--- src/logic/octal_reg_defines.svh ---
/*
 Constants for the octal clear/hold bus register with its AXI4-Lite window.
 Assumes it is included by bare name from files under logic/.
*/
// What this block does
// (RQ1) Eight edge-triggered storage bits hold one 8-bit word, each bit feeding its own bus output.
// (RQ2) One clock edge and one shared output-enable path act on all eight bits together.
// (RQ3) On a rising clock edge where capture is allowed each bit takes its own data input.
// (RQ4) The stored word is driven out only while all three active-low drive gates are low.
// (RQ5) If any drive gate is high all eight outputs float.
// (RQ6) Drive gate changes never touch the stored word, which keeps loading, holding or clearing.
// (RQ7) A low zeroize input forces every stored bit to zero.
// (RQ8) Loads happen only while zeroize is high; clock edges during zeroize load nothing.
// (RQ9) With zeroize high and hold low the inputs load on the rising edge and show when driven.
// (RQ10) While hold is high the stored word stays unchanged whatever data or clock do.
// (RQ11) Zeroize acts without a clock edge and wins over hold and data.
// (RQ12) The controlling logic keeps data and hold stable around each rising edge it means to use.
`ifndef OCTAL_REG_DEFINES_SVH
`define OCTAL_REG_DEFINES_SVH

`define DATA_W 8
`define GATE_N 3
`define SYNC_W 14
// Sync vector layout: data, three gates, hold, zeroize, edge clock
`define SY_DATA_LSB 0
`define SY_GATE_LSB 8
`define SY_HOLD 11
`define SY_ZERO 12
`define SY_EDGE 13
// Idle pin levels: gates, hold and zeroize high, data and clock low
`define SYNC_RST 14'h1F00

`define ADDR_W 4
`define AXI_DW 32
`define CTRL_OFF 4'h0
`define STAT_OFF 4'h4
`define CNT_OFF 4'h8
`define CTRL_W 3
`define CTRL_RST 3'h0
`define CTRL_HOLD 0
`define CTRL_ZERO 1
`define CTRL_FLOAT 2
`define ST_WORD_LSB 0
`define ST_DRIVE 8
`define ST_ZERO 9
`define ST_HOLD 10
`define ST_SEEN 16
`define ST_SEEN_LANE 2
`define CTRL_LANE 0
`define RESP_OKAY 2'h0
`define RESP_SLVERR 2'h2
`define WORD_RST 8'h00
`define CNT_ONE 32'h00000001
`define CNT_RST 32'h00000000

`endif

--- src/logic/octal_reg_pkg.sv ---
/*
 Types shared by the octal register files.
 Assumes octal_reg_defines.svh sits beside it.
*/
`include "octal_reg_defines.svh"

package octal_reg_pkg;
    typedef logic [`DATA_W-1:0] word_t;
    typedef logic [`SYNC_W-1:0] sync_t;
    typedef logic [1:0] resp_t;
    typedef logic [`AXI_DW-1:0] bus_word_t;
    typedef logic [`ADDR_W-1:0] addr_t;
    typedef logic [2:0] sel_t;
endpackage : octal_reg_pkg

--- src/logic/pin_sync.sv ---
/*
 Two-flop synchroniser for a group of pin inputs.
 Assumes the pins are asynchronous to aclk; each bit is synchronised alone,
 so bits that change together may land one cycle apart.
*/
`timescale 1ns/100ps

module pin_sync
    import octal_reg_pkg::*;
(
    input wire logic aclk,
    input wire logic aresetn,
    input wire logic ce,
    input wire sync_t pins,
    output sync_t pins_s
);
    sync_t meta_q;

    always_ff @(posedge aclk) begin
        if (!aresetn) begin
            meta_q <= `SYNC_RST;
            pins_s <= `SYNC_RST;
        end else if (ce) begin
            meta_q <= pins;
            pins_s <= meta_q;
        end
    end
endmodule : pin_sync

--- src/logic/word_store.sv ---
/*
 The eight storage bits with clear and load.
 Assumes zero and load are already synchronous to aclk.
*/
`timescale 1ns/100ps

module word_store
    import octal_reg_pkg::*;
(
    input wire logic aclk,
    input wire logic aresetn,
    input wire logic ce,
    input wire logic zero,
    input wire logic load,
    input wire word_t d,
    output word_t word_q
);
    always_ff @(posedge aclk) begin
        if (!aresetn) begin
            word_q <= `WORD_RST;
        end else if (ce) begin
            if (zero) begin
                word_q <= `WORD_RST; // see RQ7 see RQ11
            end else if (load) begin
                word_q <= d; // see RQ1 see RQ3
            end
        end
    end
endmodule : word_store

--- src/logic/octal_register.sv ---
/*
 Octal bus register with zeroize, hold and three drive gates, plus an
 AXI4-Lite window for software hold, zeroize and float, status and a load count.
 Assumes all pin inputs are asynchronous to aclk and that the outer pad ring
 resolves q_bus from q_bus_o and q_bus_oe_n.
*/
// Added by the designer: the register addresses and the AXI4-Lite interface to the registers.
`timescale 1ns/100ps

module octal_register
    import octal_reg_pkg::*;
(
    input wire logic aclk,
    input wire logic aresetn,
    input wire logic ce,
    input wire logic edge_clock,
    input wire word_t data_in,
    input wire logic zeroize_n,
    input wire logic hold_n,
    input wire logic drive_gate_1_n,
    input wire logic drive_gate_2_n,
    input wire logic drive_gate_3_n,
    output word_t q_bus_o,
    output logic q_bus_oe_n,
    input wire logic awvalid,
    output logic awready,
    input wire addr_t awaddr,
    input wire logic [2:0] awprot,
    input wire logic wvalid,
    output logic wready,
    input wire bus_word_t wdata,
    input wire logic [3:0] wstrb,
    output logic bvalid,
    input wire logic bready,
    output resp_t bresp,
    input wire logic arvalid,
    output logic arready,
    input wire addr_t araddr,
    input wire logic [2:0] arprot,
    output logic rvalid,
    input wire logic rready,
    output bus_word_t rdata,
    output resp_t rresp
);
    sync_t pins_s;
    logic edge_prev_q;
    logic rise;
    logic zero_act;
    logic hold_act;
    logic float_req;
    logic load_evt;
    word_t data_s;
    logic [`CTRL_W-1:0] ctrl_q;
    logic seen_q;
    bus_word_t cnt_q;
    bus_word_t status_w;
    addr_t awaddr_q;
    bus_word_t wdata_q;
    logic [3:0] wstrb_q;
    logic aw_got_q;
    logic w_got_q;
    logic write_go;
    sel_t wsel;
    sel_t rsel;

    // One-hot register select; zero means unmapped
    function automatic sel_t decode(input addr_t a);
        sel_t s;
        s = 3'h0;
        case (a)
            `CTRL_OFF: s = 3'h1;
            `STAT_OFF: s = 3'h2;
            `CNT_OFF: s = 3'h4;
            default: s = 3'h0;
        endcase
        return s;
    endfunction : decode

    pin_sync u_sync (
        .aclk(aclk),
        .aresetn(aresetn),
        .ce(ce),
        .pins({edge_clock, zeroize_n, hold_n, drive_gate_3_n, drive_gate_2_n,
               drive_gate_1_n, data_in}),
        .pins_s(pins_s)
    );

    // Edge detect on the synchronised clock only, never on the first flop
    always_ff @(posedge aclk) begin
        if (!aresetn) begin
            edge_prev_q <= 1'b0;
        end else if (ce) begin
            edge_prev_q <= pins_s[`SY_EDGE];
        end
    end

    // Data goes through the same two stages as the clock, so the word seen
    // with the edge is the word that stood at the pin edge. The far side must
    // hold data and hold_n a full aclk period around its edge for this to work.
    assign rise = pins_s[`SY_EDGE] && !edge_prev_q; // see RQ2 see RQ12
    assign data_s = pins_s[`SY_DATA_LSB +: `DATA_W];
    assign zero_act = !pins_s[`SY_ZERO] || ctrl_q[`CTRL_ZERO];
    // The hold pin freezes the word while it is high, so its level is used as is
    assign hold_act = pins_s[`SY_HOLD] || ctrl_q[`CTRL_HOLD];
    assign float_req = (|pins_s[`SY_GATE_LSB +: `GATE_N]) || ctrl_q[`CTRL_FLOAT];
    // Zeroize wins over everything; hold blocks an edge
    assign load_evt = rise && !hold_act && !zero_act; // see RQ8 see RQ9 see RQ10 see RQ11

    word_store u_store (
        .aclk(aclk),
        .aresetn(aresetn),
        .ce(ce),
        .zero(zero_act),
        .load(load_evt),
        .d(data_s),
        .word_q(q_bus_o)
    );

    // One shared enable for all eight outputs; gates never reach the store
    always_ff @(posedge aclk) begin
        if (!aresetn) begin
            q_bus_oe_n <= 1'b1;
        end else if (ce) begin
            q_bus_oe_n <= float_req; // see RQ2 see RQ4 see RQ5 see RQ6
        end
    end

    // Write address channel
    always_ff @(posedge aclk) begin
        if (!aresetn) begin
            awready <= 1'b0;
            aw_got_q <= 1'b0;
            awaddr_q <= `CTRL_OFF;
        end else if (ce) begin
            if (awvalid && awready) begin
                awready <= 1'b0;
                aw_got_q <= 1'b1;
                awaddr_q <= awaddr;
            end else if (write_go) begin
                aw_got_q <= 1'b0;
            end else if (!aw_got_q && !awready && !bvalid) begin
                awready <= 1'b1;
            end
        end
    end

    // Write data channel, taken independently of the address
    always_ff @(posedge aclk) begin
        if (!aresetn) begin
            wready <= 1'b0;
            w_got_q <= 1'b0;
            wdata_q <= `CNT_RST;
            wstrb_q <= 4'h0;
        end else if (ce) begin
            if (wvalid && wready) begin
                wready <= 1'b0;
                w_got_q <= 1'b1;
                wdata_q <= wdata;
                wstrb_q <= wstrb;
            end else if (write_go) begin
                w_got_q <= 1'b0;
            end else if (!w_got_q && !wready && !bvalid) begin
                wready <= 1'b1;
            end
        end
    end

    assign write_go = aw_got_q && w_got_q && !bvalid;
    assign wsel = decode(awaddr_q);

    // Write response
    always_ff @(posedge aclk) begin
        if (!aresetn) begin
            bvalid <= 1'b0;
            bresp <= `RESP_OKAY;
        end else if (ce) begin
            if (write_go) begin
                bvalid <= 1'b1;
                bresp <= (wsel == 3'h0) ? `RESP_SLVERR : `RESP_OKAY;
            end else if (bvalid && bready) begin
                bvalid <= 1'b0;
            end
        end
    end

    // Control: software hold, zeroize and float
    always_ff @(posedge aclk) begin
        if (!aresetn) begin
            ctrl_q <= `CTRL_RST;
        end else if (ce && write_go && wsel[0] && wstrb_q[`CTRL_LANE]) begin
            ctrl_q <= wdata_q[`CTRL_W-1:0];
        end
    end

    // Sticky load flag, write one to clear; a load in the clearing cycle wins
    always_ff @(posedge aclk) begin
        if (!aresetn) begin
            seen_q <= 1'b0;
        end else if (ce) begin
            if (load_evt) begin
                seen_q <= 1'b1;
            end else if (write_go && wsel[1] && wstrb_q[`ST_SEEN_LANE]
                         && wdata_q[`ST_SEEN]) begin
                seen_q <= 1'b0;
            end
        end
    end

    // Load counter, any write to it clears it; a load in that cycle counts as one
    always_ff @(posedge aclk) begin
        if (!aresetn) begin
            cnt_q <= `CNT_RST;
        end else if (ce) begin
            if (write_go && wsel[2]) begin
                cnt_q <= load_evt ? `CNT_ONE : `CNT_RST;
            end else if (load_evt) begin
                cnt_q <= cnt_q + `CNT_ONE;
            end
        end
    end

    always_comb begin
        status_w = `CNT_RST;
        status_w[`ST_WORD_LSB +: `DATA_W] = q_bus_o;
        status_w[`ST_DRIVE] = !q_bus_oe_n;
        status_w[`ST_ZERO] = zero_act;
        status_w[`ST_HOLD] = hold_act;
        status_w[`ST_SEEN] = seen_q;
    end

    assign rsel = decode(araddr);

    // Read address and data; data registered in the handshake cycle
    always_ff @(posedge aclk) begin
        if (!aresetn) begin
            arready <= 1'b0;
        end else if (ce) begin
            if (arvalid && arready) begin
                arready <= 1'b0;
            end else if (!arready && !rvalid) begin
                arready <= 1'b1;
            end
        end
    end

    always_ff @(posedge aclk) begin
        if (!aresetn) begin
            rvalid <= 1'b0;
            rdata <= `CNT_RST;
            rresp <= `RESP_OKAY;
        end else if (ce) begin
            if (arvalid && arready) begin
                rvalid <= 1'b1;
                rresp <= (rsel == 3'h0) ? `RESP_SLVERR : `RESP_OKAY;
                case (rsel)
                    3'h1: rdata <= {{(`AXI_DW-`CTRL_W){1'b0}}, ctrl_q};
                    3'h2: rdata <= status_w;
                    3'h4: rdata <= cnt_q;
                    default: rdata <= `CNT_RST;
                endcase
            end else if (rvalid && rready) begin
                rvalid <= 1'b0;
            end
        end
    end
endmodule : octal_register

--- config.mk ---
export PLATFORM = sky130hd
export DESIGN_NAME = octal_register
export DESIGN_NICKNAME = d
export VERILOG_FILES = /design/src/logic/octal_reg_pkg.sv /design/src/logic/pin_sync.sv /design/src/logic/word_store.sv /design/src/logic/octal_register.sv
export VERILOG_INCLUDE_DIRS = /design/src /design/src/logic
export SDC_FILE = /design/constraint.sdc
export NUM_CORES = 1
export LEC_CHECK = 0
export BUFFER_PORTS_ARGS = -buffer_cell sky130_fd_sc_hd__buf_2
export CORE_MARGIN = 2
export CORE_UTILIZATION = 40
export DETAILED_ROUTE_END_ITERATION = 16
export PLACE_DENSITY_LB_ADDON = 0.15
export SLEW_MARGIN = 20
export SYNTH_ARGS = -nofsm -noshare
export SYNTH_HDL_FRONTEND = slang
export SYNTH_SLANG_ARGS = --single-unit
--- constraint.sdc ---
create_clock -name aclk -period 2.3 [get_ports aclk]
set_clock_uncertainty 0.2 [all_clocks]
set_input_delay 0.46 -clock aclk [delete_from_list [all_inputs] [get_ports aclk]]
set_output_delay 0.46 -clock aclk [all_outputs]
set_load 0.02 [all_outputs]
==> results.yml <==
sta:
  timing.final.ws_setup_ps: 117
  setup_repair_after_global_routing_missed_its_margin: "yes"
  slew-limit-headroom_pct: 50.2
  period_minus_slack_ps: 2180
  totalNegativeSetupSlack_ps: 0
  final_setup_violation_count: 0
  timing.final.hold_violations: 0
  timing_max_transition_violations_final: 0
  fmax_mhz: 458
  finalCritPeriodShare_pct: 94.9
  tightest_slew_ps: 747
worst_setup_path:
  critical_path.cell_chain: "or3_1, or2_1, a2111oi_0, xnor2_1, nor2_1"
  slowest_stage: "sky130_fd_sc_hd__a2111oi_0"
  crit-reg2reg-launch: "awaddr_q[1]"
  crit-reg2reg-capture: "cnt_q[27]"
  data_arrival_time_at_the_worst_slack_endpoint_ps: 2280
  regToRegSetupSlack_ps: 120
  worst_r2r_path_depth: 5
  setup.worst_path.start_class: "flip-flop"
  timing.critical_path.to_type: "flip-flop"
  timing.critical_path.required_ps: 2400
  worst-path-max-fanout: 6
  slowest_delay_ps: 600
  setup.worst_path.class: "flip-flop to flip-flop"
synth:
  area_share_of_the_largest_cell_type_after_synthesis_pct: 48.7
  synthesis.area_um2: 5130
  most_used_dff_post_synth: "sky130_fd_sc_hd__dfxtp_1"
  synth.top_cells.by_count: "125 x sky130_fd_sc_hd__dfxtp_1, 48 x sky130_fd_sc_hd__nor2b_1, 42 x sky130_fd_sc_hd__mux2i_1, 42 x sky130_fd_sc_hd__nand2_1, 32 x sky130_fd_sc_hd__nor2_1"
  post_synthesis_sequential_element_count: 125
  syn-instance-count: 518
  postSynth.asyncResetShare_pct: 0
  share_of_synthesized_area_occupied_by_flip_flops_and_latches_pct: 48.7
  netlist_top_cells_area: "sky130_fd_sc_hd__dfxtp_1 49%, sky130_fd_sc_hd__mux2i_1 8.2%, sky130_fd_sc_hd__nor2b_1 5.8%"
  cell_variety_after_synth: 49
  synth_area_per_cell_um2: 9.91
  synth_edf_count: 0
  synth_warnings: 0
  synth_top_cell_by_area: "sky130_fd_sc_hd__dfxtp_1"
  post-synth-top-count-cell: "sky130_fd_sc_hd__dfxtp_1"
floorplanning:
  initial_cell_density_of_the_core_pct: 40.8
  die_area_um2: 13800
  row_count: 41
  ioPinCount: 122
  floorplan.core_area_um2: 12600
  die_width_um: 117
  fp.dieH_um: 117
clock_tree:
  clock_latency_ps: 410
  htree_num_levels: 4
  cts_made_buffers: 17
  holdBufCountCts: 0
  root_buffer: "sky130_fd_sc_hd__clkbuf_16"
  cts.clk_slew.worst_paths_ps: 50
  clockBufferDepth: 2
  clock_sink_count: 125
  tritoncts: "built"
power:
  power.clock.fraction_pct: 50.9
  total_net_switching_power_uw: 1070
  ir_worst_vdd_uv: 546
  internal-power_uw: 3910
  share_comb_of_total_power_pct: 4.4
  p_seq_share_pct: 44.8
  cellPowerDensity_nw_per_um2: 770
  netSwitchingFraction_pct: 21.4
  leakagePower_uw: 0.00263
placement:
  dp_hpwl_um: 8250
  globalplace.congestion: 0.769
  preCtsSetupSlack_ps: 90.8
  placement.io_buffers: 83
route:
  first_pass_iters: 4
  post_drt_wl_per_cell_um: 14.8
  route.final.wire_length_um: 11800
  postRouteAntennaNets: 0
  vias: 4025
  drtIter0Drc: 191
  drc: 0
  number_of_vias_per_cell: 5.02
layout:
  n_antenna_cell: 0
  fraction_of_final_layout_cells_with_drive_strength_greater_than_1_pct: 26.0
  finalNetCount: 692
  areaGrowthSynthToFinish_pct: 25.9
global_routing:
  pin_count_of_the_biggest_net_entering_global_routing: 60
  number_of_global_route_vias_before_repair: 3807
  number_of_antenna_violations_at_the_first_check_in_global_routing: 0
  grt_overflow: 0
  grt_first_pass_wirelength_um: 19300
  gr-usage-all-layers_pct: 18.4
worst_hold_path:
  min_delay_src: "drive_gate_1_n"
  worst_hold_path.num_cells: 3
  worst_hold_path_type: "input port to flip-flop"
  min_delay_worst_endpoint: "u_sync.meta_q[8]"
outcome:
  outcome: "finished, final reports clean"
job:
  maxCapViolCount: 0
worst max-delay path by stage:
stage | start | to | slack (ps) | cells after the start
detailed placement | araddr[1] | rdata[20] | 90 | 4
floorplan | ce | cnt_q[20] | 70 | 7
global route | cnt_q[0] | cnt_q[27] | -20 | 5
CTS | awaddr_q[1] | cnt_q[19] | 60 | 5
global placement | awaddr_q[1] | cnt_q[19] | 110 | 5
finish | awaddr_q[1] | cnt_q[27] | 120 | 5
stage by stage:
step	instances	hold WS, ps	total power (uW)	utilization, %	instance area [um^2]
after floorplan	519	241	2410	-	5140
after global placement	771	239	2490	46.8	5890
after detailed placement	771	238	2490	46.8	5890
after CTS	801	44.1	5030	51.3	6450
after global routing	802	65.1	5170	51.4	6460
final	802	63.4	4970	51.4	6460
placed cells by master (no fill, tap or decap), drive strengths merged, types with 2 or more instances in the layout:
cell,count
a2111oi,14
a211oi,10
a21boi,4
a21oi,15
a22o,20
a22oi,19
and3,6
and4,5
buf,116
clkbuf,23
clkinv,5
conb,2
dfxtp,125
inv,7
mux2,3
mux2i,42
nand2,42
nand2b,2
nand3,17
nand4,8
nand4b,2
nor2,32
nor2b,48
nor3,3
nor4b,2
o21ai,13
or3,2
xnor2,28
cell families (layout without fill, tap and decap cells):
family / count (synthesis) / after routing / share of synthesized area, %
simple gates: 173 / 173 / 17.7
flops: 125 / 125 / 48.7
compound gates: 103 / 103 / 16.1
mux: 45 / 45 / 8.85
buf+inv: 42 / 153 / 3.53
xor+xnor: 28 / 28 / 4.78
fa+ha+maj: 1 / 1 / 0.244
other cells: 1 / 2 / 0.0730
layer usage:
metal | up-vias | wire length (um) | GRT usage [%]
li1 | 2040 | - | -
met1 | 1901 | 5640 | 24.1
met2 | 76 | 5540 | 28.5
met3 | 8 | 529 | 6.44
met4 | 0 | 135 | 5.80
met5 | - | 0 | 0
state kept, by name (all words and copies together), names as in the netlist, 3 cells and up:
name	cells
cnt_q	32
rdata	32
u_sync.meta_q	14
u_sync.pins_s	14
u_store.word_q	8
awaddr_q	4
wdata_q	4
ctrl_q	3
power by group through the flow:
| stage | Combinational, uW | Clock [uW] | Sequential, uW |
|---|---|---|---|
| 2_1_floorplan | 133 | 0 | 2280 |
| 3_3_place_gp | 214 | 0 | 2270 |
| 3_5_place_dp | 219 | 0 | 2270 |
| 4_1_cts | 220 | 2580 | 2230 |
| 5_1_grt | 240 | 2700 | 2230 |
| 6_report | 217 | 2530 | 2230 |
cell type report:
cell class | count | area (um^2)
fillers | 1180 | 6110
well taps | 172 | 215
flip-flops and latches | 125 | 2500
inverters | 7 | 26.3
repair buffers | 116 | 688
clock buffers | 23 | 498
clock inverters | 7 | 62.6
multi-input cells | 352 | 2470
worst max-delay path: cells and delay by family, from the launching register on:
family	cells	cell delay, ps
AOI/OAI and AO/OA	1	600
DFF	1	330
and+or+nand+nor	3	760
xor gates and xnor gates	1	180
repair_timing:
action                                  in CTS  in global routing
endpoints found under the setup margin       0                  6
endpoints found under the hold margin        0                  0
buffers inserted                             0                  1
gates resized for setup                      0                  2
(Power assumes the default switching activity.)
